==> src/ffa_defs.svh <==
// constants for the flash fetch accelerator: widths, field positions, resets, timing
// assumes a single 40 mhz ref_clk domain and a byte-addressed flash of two banks
// How it works
// - two flash banks, each reads independently and in parallel.
// - each bank owns one prefetch buffer and one branch trail buffer.
// - instruction miss in both buffers, no prefetch pending: load line into trail buffer.
// - completed speculative prefetch stores one line into bank's prefetch buffer.
// - line holds four words or eight halfwords; requested one is selected.
// - after a line's last word, that bank fetches its next line.
// - in full mode, branch target already buffered is supplied without flash read or stall.
// - branch target not buffered costs one flash access to refill trail buffer.
// - data reads use one shared line buffer, never prefetched.
// - data miss fetches a full four-word line into the data buffer.
// - each instruction buffer keeps a 12-bit compare address for hits.
// - data buffer is 128-bit data plus 13-bit address latch.
// - trail buffer holds latest miss; prefetch buffer holds speculative lines.
// - per-bank flash address latch; bank 0 latch has the incrementer.
// - programming is outside; sectors span both banks.
// - mode 00 off, 01 partial, 10 full, 11 reserved; off after reset.
// - any mode change invalidates every holding latch.
// - program or erase start invalidates all latches; refetch afterwards.
// - flash access lasts one to seven clocks, programmable.
`ifndef FFA_DEFS_SVH
`define FFA_DEFS_SVH
`define FFA_ADDR_W      15
`define FFA_LINE_W      128
`define FFA_CMP_W       12
`define FFA_DCMP_W      13
`define FFA_WORD_LSB    2
`define FFA_BANK_BIT    4
`define FFA_LINE_LSB    5
`define FFA_MODE_RST    2'h0
`define FFA_TIM_RST     3'h7
`define FFA_TIM_MIN     3'h1
`endif

==> src/ffa_pkg.sv <==
// types for the flash fetch accelerator
// assumes ffa_defs.svh is on the include path
`include "ffa_defs.svh"
package ffa_pkg;
    typedef enum logic [1:0] {
        FFA_MODE_OFF  = 2'h0,
        FFA_MODE_PART = 2'h1,
        FFA_MODE_FULL = 2'h2,
        FFA_MODE_RSVD = 2'h3
    } ffa_mode_type;
    typedef enum {
        FFA_IDLE,
        FFA_WAIT
    } ffa_state_type;
endpackage : ffa_pkg

==> src/ffa_bank.sv <==
// one flash bank read port with programmable access time
// assumes the flash array answers rd_line combinationally from bank_addr
`timescale 1ns/1ps
`include "ffa_defs.svh"
module ffa_bank
    import ffa_pkg::*;
(
    input  wire logic                   ref_clk,
    input  wire logic                   rst,
    input  wire logic                   start,
    input  wire logic [`FFA_CMP_W-1:0]  line_addr,
    input  wire logic [2:0]             access_clks,
    input  wire logic [`FFA_LINE_W-1:0] rd_line,
    output logic      [`FFA_CMP_W-1:0]  bank_addr,
    output logic                        busy,
    output logic                        done,
    output logic      [`FFA_LINE_W-1:0] line_out
);
    logic [`FFA_CMP_W-1:0]  addr_q, addr_d;
    logic [2:0]             cnt_q, cnt_d;
    logic                   busy_q, busy_d;
    logic                   done_q, done_d;
    logic [`FFA_LINE_W-1:0] line_q, line_d;

    // address latch and access countdown, one per bank so both run in parallel
    always_comb begin
        addr_d = addr_q;
        cnt_d  = cnt_q;
        busy_d = busy_q;
        done_d = 1'b0;
        line_d = line_q;
        if (start && !busy_q) begin
            addr_d = line_addr;
            cnt_d  = (access_clks < `FFA_TIM_MIN) ? `FFA_TIM_MIN : access_clks;
            busy_d = 1'b1;
        end else if (busy_q) begin
            if (cnt_q == `FFA_TIM_MIN) begin
                busy_d = 1'b0;
                done_d = 1'b1;
                line_d = rd_line;
            end else begin
                cnt_d = cnt_q - 3'h1;
            end
        end
    end

    always_ff @(posedge ref_clk or posedge rst) begin
        if (rst) begin
            addr_q <= '0;
            cnt_q  <= 3'h0;
            busy_q <= 1'b0;
            done_q <= 1'b0;
            line_q <= '0;
        end else begin
            addr_q <= addr_d;
            cnt_q  <= cnt_d;
            busy_q <= busy_d;
            done_q <= done_d;
            line_q <= line_d;
        end
    end

    assign bank_addr = addr_q;
    assign busy      = busy_q;
    assign done      = done_q;
    assign line_out  = line_q;
endmodule : ffa_bank

==> src/ffa_accel.sv <==
// flash fetch accelerator top: per-bank prefetch and trail buffers, shared data buffer
// assumes core holds req, addr, is_data, seq and half steady while stall is high
`timescale 1ns/1ps
`include "ffa_defs.svh"
module ffa_accel
    import ffa_pkg::*;
(
    input  wire logic                    ref_clk,
    input  wire logic                    rst,
    input  wire logic [1:0]              accel_mode_control,
    input  wire logic [2:0]              flash_access_timing,
    input  wire logic                    prog_start,
    input  wire logic                    req,
    input  wire logic                    is_data,
    input  wire logic                    seq,
    input  wire logic                    half,
    input  wire logic [`FFA_ADDR_W-1:0]  addr,
    input  wire logic [`FFA_LINE_W-1:0]  bank0_rd_line,
    input  wire logic [`FFA_LINE_W-1:0]  bank1_rd_line,
    output logic      [`FFA_CMP_W-1:0]   bank0_addr,
    output logic      [`FFA_CMP_W-1:0]   bank1_addr,
    output logic                         stall,
    output logic                         rdata_valid,
    output logic      [31:0]             rdata
);
    ////////////////////////////////////////////////////////////////////////////////
    // configuration capture and invalidation
    logic [1:0] mode_q, mode_d;
    logic [2:0] tim_q, tim_d;
    logic       inval;
    logic       prog_s1_q, prog_s2_q, prog_s3_q;

    // reserved mode and zero timing are ignored so the previous setting stays
    always_comb begin
        mode_d = (accel_mode_control == FFA_MODE_RSVD) ? mode_q : accel_mode_control;
        tim_d  = (flash_access_timing == 3'h0) ? tim_q : flash_access_timing;
    end

    always_ff @(posedge ref_clk or posedge rst) begin
        if (rst) begin
            mode_q    <= `FFA_MODE_RST;
            tim_q     <= `FFA_TIM_RST;
            prog_s1_q <= 1'b0;
            prog_s2_q <= 1'b0;
            prog_s3_q <= 1'b0;
        end else begin
            mode_q    <= mode_d;
            tim_q     <= tim_d;
            prog_s1_q <= prog_start;
            prog_s2_q <= prog_s1_q;
            prog_s3_q <= prog_s2_q;
        end
    end

    // flush on mode change or the rising edge of a program/erase start
    assign inval = (mode_d != mode_q) || (prog_s2_q && !prog_s3_q);

    ////////////////////////////////////////////////////////////////////////////////
    // request decode
    logic [`FFA_CMP_W-1:0]  req_line;
    logic                   req_bank;
    logic [1:0]             req_word;
    logic                   req_hw;
    // word bits stay out of the compare so all four words of a line hit; bit 1 is the bank
    assign req_line = {addr[`FFA_ADDR_W-1:`FFA_BANK_BIT], 1'h0};
    assign req_bank = addr[`FFA_BANK_BIT];
    assign req_word = addr[3:2];
    assign req_hw   = addr[1];

    ////////////////////////////////////////////////////////////////////////////////
    // per-bank buffers and flash ports
    logic [`FFA_LINE_W-1:0] pf_line_q [2], pf_line_d [2];
    logic [`FFA_CMP_W-1:0]  pf_tag_q [2], pf_tag_d [2];
    logic                   pf_ok_q [2], pf_ok_d [2];
    logic [`FFA_LINE_W-1:0] bt_line_q [2], bt_line_d [2];
    logic [`FFA_CMP_W-1:0]  bt_tag_q [2], bt_tag_d [2];
    logic                   bt_ok_q [2], bt_ok_d [2];
    logic                   pf_run_q [2], pf_run_d [2];   // 1: bank read is a prefetch
    logic                   pf_hit [2], bt_hit [2], pf_pend [2];
    logic                   bk_start [2], bk_busy [2], bk_done [2];
    logic [`FFA_CMP_W-1:0]  bk_line_addr [2], bk_addr [2];
    logic [`FFA_LINE_W-1:0] bk_line [2], bk_rd [2];
    logic [`FFA_CMP_W-1:0]  next_line;

    assign bk_rd[0] = bank0_rd_line;
    assign bk_rd[1] = bank1_rd_line;
    // the cross-bank incrementer feeds the bank 0 latch: bank 1 line n is followed by bank 0 line n+1
    assign next_line = {bk_addr[1][`FFA_CMP_W-1:2] + 10'h001, 2'h0};

    genvar gb;
    generate
        for (gb = 0; gb < 2; gb++) begin : g_bank
            ffa_bank u_bank (
                .ref_clk     (ref_clk),
                .rst         (rst),
                .start       (bk_start[gb]),
                .line_addr   (bk_line_addr[gb]),
                .access_clks (tim_q),
                .rd_line     (bk_rd[gb]),
                .bank_addr   (bk_addr[gb]),
                .busy        (bk_busy[gb]),
                .done        (bk_done[gb]),
                .line_out    (bk_line[gb])
            );
            assign pf_hit[gb]  = pf_ok_q[gb] && (pf_tag_q[gb] == req_line);
            assign bt_hit[gb]  = bt_ok_q[gb] && (bt_tag_q[gb] == req_line);
            assign pf_pend[gb] = bk_busy[gb] && pf_run_q[gb] && (bk_addr[gb] == req_line);
        end
    endgenerate

    ////////////////////////////////////////////////////////////////////////////////
    // data buffer
    logic [`FFA_LINE_W-1:0] dl_line_q, dl_line_d;
    logic [`FFA_DCMP_W-1:0] dl_tag_q, dl_tag_d;
    logic                   dl_ok_q, dl_ok_d;
    logic                   dl_hit;
    assign dl_hit = dl_ok_q && (dl_tag_q == {req_bank, req_line});

    ////////////////////////////////////////////////////////////////////////////////
    // wait logic and buffer control
    ffa_state_type          st_q, st_d;
    logic                   miss_bank_q, miss_bank_d;
    logic                   miss_data_q, miss_data_d;
    logic                   stall_q, stall_d;
    logic                   valid_q, valid_d;
    logic [31:0]            rdata_q, rdata_d;
    logic [`FFA_LINE_W-1:0] src;
    logic                   hit_now;
    logic                   allow_pf;
    logic                   use_latch;

    // mode off or partial non-sequential code / any non-full data must go to flash
    assign allow_pf  = (mode_q == FFA_MODE_PART) || (mode_q == FFA_MODE_FULL);
    assign use_latch = is_data ? (mode_q == FFA_MODE_FULL)
                               : ((mode_q == FFA_MODE_FULL) || ((mode_q == FFA_MODE_PART) && seq));

    // word or halfword pick out of a 128-bit line
    function automatic logic [31:0] ffa_pick(input logic [`FFA_LINE_W-1:0] ln, input logic [1:0] w,
                                             input logic h, input logic hs);
        logic [31:0] wd;
        wd = ln[32*w +: 32];
        ffa_pick = h ? {16'h0000, (hs ? wd[31:16] : wd[15:0])} : wd;
    endfunction : ffa_pick

    always_comb begin
        st_d        = st_q;
        miss_bank_d = miss_bank_q;
        miss_data_d = miss_data_q;
        stall_d     = 1'b0;
        valid_d     = 1'b0;
        rdata_d     = rdata_q;
        dl_line_d   = dl_line_q;
        dl_tag_d    = dl_tag_q;
        dl_ok_d     = dl_ok_q;
        src         = '0;
        hit_now     = 1'b0;
        for (int b = 0; b < 2; b++) begin
            pf_line_d[b]    = pf_line_q[b];
            pf_tag_d[b]     = pf_tag_q[b];
            pf_ok_d[b]      = pf_ok_q[b];
            bt_line_d[b]    = bt_line_q[b];
            bt_tag_d[b]     = bt_tag_q[b];
            bt_ok_d[b]      = bt_ok_q[b];
            pf_run_d[b]     = pf_run_q[b];
            bk_start[b]     = 1'b0;
            bk_line_addr[b] = bk_addr[b];
            // a finished speculative read lands in the prefetch buffer
            if (bk_done[b] && pf_run_q[b]) begin
                pf_line_d[b] = bk_line[b];
                pf_tag_d[b]  = bk_addr[b];
                pf_ok_d[b]   = 1'b1;
                pf_run_d[b]  = 1'b0;
            end
        end
        if (!is_data) begin
            if (bt_hit[req_bank]) begin
                src     = bt_line_q[req_bank];
                hit_now = 1'b1;
            end else if (pf_hit[req_bank]) begin
                src     = pf_line_q[req_bank];
                hit_now = 1'b1;
            end
        end else if (dl_hit) begin
            src     = dl_line_q;
            hit_now = 1'b1;
        end
        case (st_q)
            FFA_IDLE: begin
                if (req) begin
                    if (hit_now && use_latch) begin
                        valid_d = 1'b1;
                        rdata_d = ffa_pick(src, req_word, half, req_hw);
                        // last word of a line used: that bank heads for its next line
                        if (!is_data && allow_pf && (req_word == 2'h3) && !bk_busy[req_bank]) begin
                            bk_start[req_bank]     = 1'b1;
                            bk_line_addr[req_bank] = req_line + 12'h004; // next line, same bank
                            pf_run_d[req_bank]     = 1'b1;
                        end
                    end else if (!is_data && pf_pend[req_bank] && use_latch) begin
                        stall_d     = 1'b1;
                    end else if (!bk_busy[req_bank]) begin
                        bk_start[req_bank]     = 1'b1;
                        bk_line_addr[req_bank] = req_line;
                        pf_run_d[req_bank]     = 1'b0;
                        miss_bank_d            = req_bank;
                        miss_data_d            = is_data;
                        st_d                   = FFA_WAIT;
                        stall_d                = 1'b1;
                    end else begin
                        stall_d = 1'b1;
                    end
                end
            end
            FFA_WAIT: begin
                stall_d = 1'b1;
                if (bk_done[miss_bank_q]) begin
                    stall_d = 1'b0;
                    valid_d = 1'b1;
                    st_d    = FFA_IDLE;
                    rdata_d = ffa_pick(bk_line[miss_bank_q], req_word, half, req_hw);
                    if (miss_data_q) begin
                        dl_line_d = bk_line[miss_bank_q];
                        dl_tag_d  = {miss_bank_q, bk_addr[miss_bank_q]};
                        dl_ok_d   = 1'b1;
                    end else begin
                        bt_line_d[miss_bank_q] = bk_line[miss_bank_q];
                        bt_tag_d[miss_bank_q]  = bk_addr[miss_bank_q];
                        bt_ok_d[miss_bank_q]   = 1'b1;
                        // the other bank goes for the following sequential line
                        if (allow_pf && !bk_busy[~miss_bank_q]) begin
                            bk_start[~miss_bank_q]     = 1'b1;
                            bk_line_addr[~miss_bank_q] = miss_bank_q ? next_line
                                                                     : {bk_addr[0][`FFA_CMP_W-1:2], 2'h2};
                            pf_run_d[~miss_bank_q]     = 1'b1;
                        end
                    end
                end
            end
            default: st_d = FFA_IDLE;
        endcase
        // flush wins over any fill in the same cycle so no stale line survives
        if (inval) begin
            for (int b = 0; b < 2; b++) begin
                pf_ok_d[b] = 1'b0;
                pf_run_d[b] = 1'b0; // a prefetch read in flight must not land as valid after a flush
                bt_ok_d[b] = 1'b0;
            end
            dl_ok_d = 1'b0;
        end
    end

    always_ff @(posedge ref_clk or posedge rst) begin
        if (rst) begin
            st_q        <= FFA_IDLE;
            miss_bank_q <= 1'b0;
            miss_data_q <= 1'b0;
            stall_q     <= 1'b0;
            valid_q     <= 1'b0;
            rdata_q     <= 32'h0000_0000;
            dl_line_q   <= '0;
            dl_tag_q    <= '0;
            dl_ok_q     <= 1'b0;
            for (int b = 0; b < 2; b++) begin
                pf_line_q[b] <= '0;
                pf_tag_q[b]  <= '0;
                pf_ok_q[b]   <= 1'b0;
                bt_line_q[b] <= '0;
                bt_tag_q[b]  <= '0;
                bt_ok_q[b]   <= 1'b0;
                pf_run_q[b]  <= 1'b0;
            end
        end else begin
            st_q        <= st_d;
            miss_bank_q <= miss_bank_d;
            miss_data_q <= miss_data_d;
            stall_q     <= stall_d;
            valid_q     <= valid_d;
            rdata_q     <= rdata_d;
            dl_line_q   <= dl_line_d;
            dl_tag_q    <= dl_tag_d;
            dl_ok_q     <= dl_ok_d;
            for (int b = 0; b < 2; b++) begin
                pf_line_q[b] <= pf_line_d[b];
                pf_tag_q[b]  <= pf_tag_d[b];
                pf_ok_q[b]   <= pf_ok_d[b];
                bt_line_q[b] <= bt_line_d[b];
                bt_tag_q[b]  <= bt_tag_d[b];
                bt_ok_q[b]   <= bt_ok_d[b];
                pf_run_q[b]  <= pf_run_d[b];
            end
        end
    end

    // flash programming itself happens elsewhere; only its start is seen here
    assign bank0_addr  = bk_addr[0];
    assign bank1_addr  = bk_addr[1];
    assign stall       = stall_q;
    assign rdata_valid = valid_q;
    assign rdata       = rdata_q;
endmodule : ffa_accel

==> config.mk <==
export PLATFORM = sky130hd
export DESIGN_NAME = ffa_accel
export DESIGN_NICKNAME = d
export VERILOG_FILES = /design/src/ffa_pkg.sv /design/src/ffa_bank.sv /design/src/ffa_accel.sv
export VERILOG_INCLUDE_DIRS = /design/src
export SDC_FILE = /design/constraint.sdc
export NUM_CORES = 2
export LEC_CHECK = 0
export ABC_AREA = 1
export BUFFER_PORTS_ARGS = -buffer_cell sky130_fd_sc_hd__buf_2
export CELL_PAD_IN_SITES_DETAIL_PLACEMENT = 1
export CELL_PAD_IN_SITES_GLOBAL_PLACEMENT = 1
export CORE_MARGIN = 4
export CORE_UTILIZATION = 28
export CTS_CLUSTER_DIAMETER = 80
export DETAILED_ROUTE_END_ITERATION = 8
export PLACE_DENSITY = 0.61
export REMOVE_ABC_BUFFERS = 1
export SKIP_CTS_REPAIR_TIMING = 1
export SLEW_MARGIN = 20
export SYNTH_ARGS = -nofsm -noshare
export SYNTH_HDL_FRONTEND = slang
export SYNTH_SLANG_ARGS = --single-unit
==> constraint.sdc <==
create_clock -name ref_clk -period 53.3 [get_ports ref_clk]
set_clock_uncertainty 0.05 [all_clocks]
set_input_delay 7.995 -clock ref_clk [delete_from_list [all_inputs] [get_ports ref_clk]]
set_output_delay 7.995 -clock ref_clk [all_outputs]
set_load 0.02 [all_outputs]
==> reports/qor.yml <==
status:
  status: "complete, no violations"
floorplan:
  die_w_um: 426
  std_cell_rows: 153
  die_area_um2: 182000
  io_pins: 341
  die_h_um: 426
  core_area_um2: 174000
  start_util_pct: 28.2
routing:
  final_antenna_net_count: 0
  viasPerCell: 4.89
  dr.pass1.iters: 5
  routed_wirelength_mm: 183
  wl_per_cell_um: 21.0
  drc: 0
  num_vias: 42700
  drt_iter0_drc: 2751
timing:
  worst_pin_slew_ns: 1.18
  setup_viol: 0
  timing.final.crit_share_pct: 22.5
  slew_headroom_pct: 21.1
  hold_viol: 0
  hold_ws_ns: 0.304
  report.final.slew_viol_count: 0
  setup-tns-final_ns: 0
  fin_crit_ns: 12.02
  max_freq_mhz: 83.2
  rsz0062_at_grt: "no"
worst_setup_path:
  arrival_ns: 12.74
  worst-path-stages: 7
  cpMostUsedCell: "buf_4"
  end_kind: "asynchronous set/reset pin"
  crit_fanout: 81
  worst-r2r-cell-count: 11
  timing.rr.start: "miss_bank_q"
  r2r_setup_slack_ns: 49.14
  critPathLaunchType: "input port"
  cp.required_ns: 54.02
  cp_top_family: "buffers and inverters"
  cp_num_buf_inv: 7
  cp-endpoint: "rdata[31]"
  cp_cell_sequence: "buf_2, inv_8, buf_4, buf_4, buf_4, buf_4, buf_4"
  critPathSlowestCell: "buf_4"
  cpPeakStageDelay_ns: 0.86
  cp-startpoint: "rst"
  path_class: "input port to asynchronous set/reset pin"
  timing.rr.end: "rdata[1]"
placement:
  place_congestion: 0.794
  dp_hpwl_mm: 116
  port_buffers: 336
clock_network:
  cts.sinks: 1034
  clockBufferDepth: 3
  cts_made_buffers: 130
  htreeDepth: 4
  cts_tree: "yes"
  clockRootBuffer: "clkbuf_16"
  clkLatencyLatePin_ns: 0.77
  path_clk_slew_ns: 0.06
flow_run:
  max_cap_viol_count: 0
synthesis:
  avgSynthCellArea_um2: 7.92
  yosys_warnings: 0
  syn_inst: 6187
  ys_seq_area_share_pct: 52.8
  ys_seq_elements: 1034
  synth_top_area_share_pct: 52.6
  syn-cell-area_um2: 49000
  ys_types: 48
  synth_top_area_cell: "dfrtp_1"
  yosys-top-cells-area: "dfrtp_1 (53%), nand2_1 (16%), o21ai_0 (9.9%)"
pwr:
  powerDensity_nw_per_um2: 54.8
  peakVddDrop_v: 0.0000320
  p_leak_nw: 26.9
cells_and_area:
  num-nets-final: 6610
  drive_gt1_share_pct: 11.6
  area_growth_pct: 15.8
worst_hold_path:
  hold_path.class: "register to register"
grt:
  antenna_found_initial: 10
  grt_pass1_wl_mm: 282
  grt_pass1_vias: 45100
  grt_usage_pct: 20.2
  grt_remaining_overflow: 0
  grt_max_degree: 189
[cell families after synthesis]
family | after synthesis | share of synthesized area, %
XOR/XNOR | 21 | 0.375
flip-flops | 1034 | 52.8
buffers and inverters | 956 | 7.78
other | 1 | 0.00765
adder cells (fa/ha/maj) | 8 | 0.204
AO/OA/AOI/OAI | 1483 | 16.0
multiplexers | 88 | 2.00
AND/OR/NAND/NOR | 2596 | 20.9
[worst min-delay path by stage]
stage,startpoint,end,slack (ns),cells after the start
2_1_floorplan,prog_s1_q,prog_s2_q,0.28,0
3_3_place_gp,prog_s1_q,prog_s2_q,0.29,0
3_5_place_dp,prog_s1_q,prog_s2_q,0.30,0
4_1_cts,prog_s1_q,prog_s2_q,0.31,0
5_1_grt,prog_s1_q,prog_s2_q,0.32,0
6_report,prog_s1_q,prog_s2_q,0.30,0
[synth_stat cells (all sizes together)]
cell type,number
nand2,2069
dfrtp,1031
o21ai,1007
inv,541
a21oi,328
clkbuf,260
nor2,247
nand3,246
buf,153
mux2,79
o211ai,49
o22ai,22
a31oi,18
a22oi,17
o221ai,16
xor2,14
nor3,12
a32o,11
nand4,11
a32oi,10
mux2i,9
ha,8
xnor2,7
or2,6
nand3b,4
dfstp,3
clkinv,2
o2111ai,2
o21a,2
a21boi,1
conb,1
nor4,1
[cell usage in the layout (no fill, tap or decap), types with 79 or more instances in the layout]
master     netlist  layout
inv_1          523     515
o21ai_0        969     969
mux2_2          79      79
nor2_1         239     235
clkbuf_16        0     134
a21oi_1        327     327
nand3_1        242     241
buf_2           86     333
nand2_1       2062    2057
dfrtp_1       1031    1029
[per-layer routing]
layer / vias up / global-route usage, % / wire length, um
met5: - / 0 / 27
met4: 4 / 7.00 / 6490
met3: 291 / 2.98 / 7130
met2: 801 / 34.1 / 88300
met1: 21400 / 26.3 / 81400
li1: 20100 / - / -
[state kept, by name (all words and copies together), names as in the netlist, 6 cells and up]
signal,flops
pf_line_q,256
bt_line_q,256
g_bank.u_bank.cnt_q,6
dl_tag_q,12
bt_tag_q,22
g_bank.u_bank.line_out,256
pf_tag_q,21
dl_line_q,128
rdata,32
g_bank.u_bank.bank_addr,21
[worst reg2reg max path: cells and delay by family (launching register included)]
family	cells	cell delay, ns
AOI/OAI and AO/OA	5	1.39
buffers and inverters	3	1.33
DFF	1	0.95
and+or+nand+nor	3	0.36
[area by class of cell]
type,instances,area (um2)
Tap cell,2325,2910
Sequential cell,1034,25900
Timing Repair Buffer,411,2330
Antenna cell,2,5.00
Inverter,543,2090
Clock buffer,188,3820
Fill cell,20800,117000
Clock inverter,30,325
Multi-Input combinational cell,4199,19400
[where the power goes]
part / switching, W / total (W) / internal, W
logic: 0.000674 / 0.000962 / 0.000288
registers: 0.000174 / 0.00128 / 0.00110
clock network: 0.000358 / 0.000869 / 0.000511
total: 0.00121 / 0.00311 / 0.00190
[stage by stage]
stage	total power, W	utilization (%)	instance area, um2	std cells	setup slack, ns
2_1_floorplan	0.00189	-	47300	5776	16.16
6_report	0.00311	32.6	56800	8732	41.28
5_1_grt	0.00335	32.6	56800	8731	40.45
4_1_cts	0.00316	32.6	56800	8730	40.94
3_3_place_gp	0.00223	30.2	52600	8512	40.15
3_5_place_dp	0.00227	30.2	52600	8512	40.12
No activity file was read; power rests on OpenSTA's default activity.
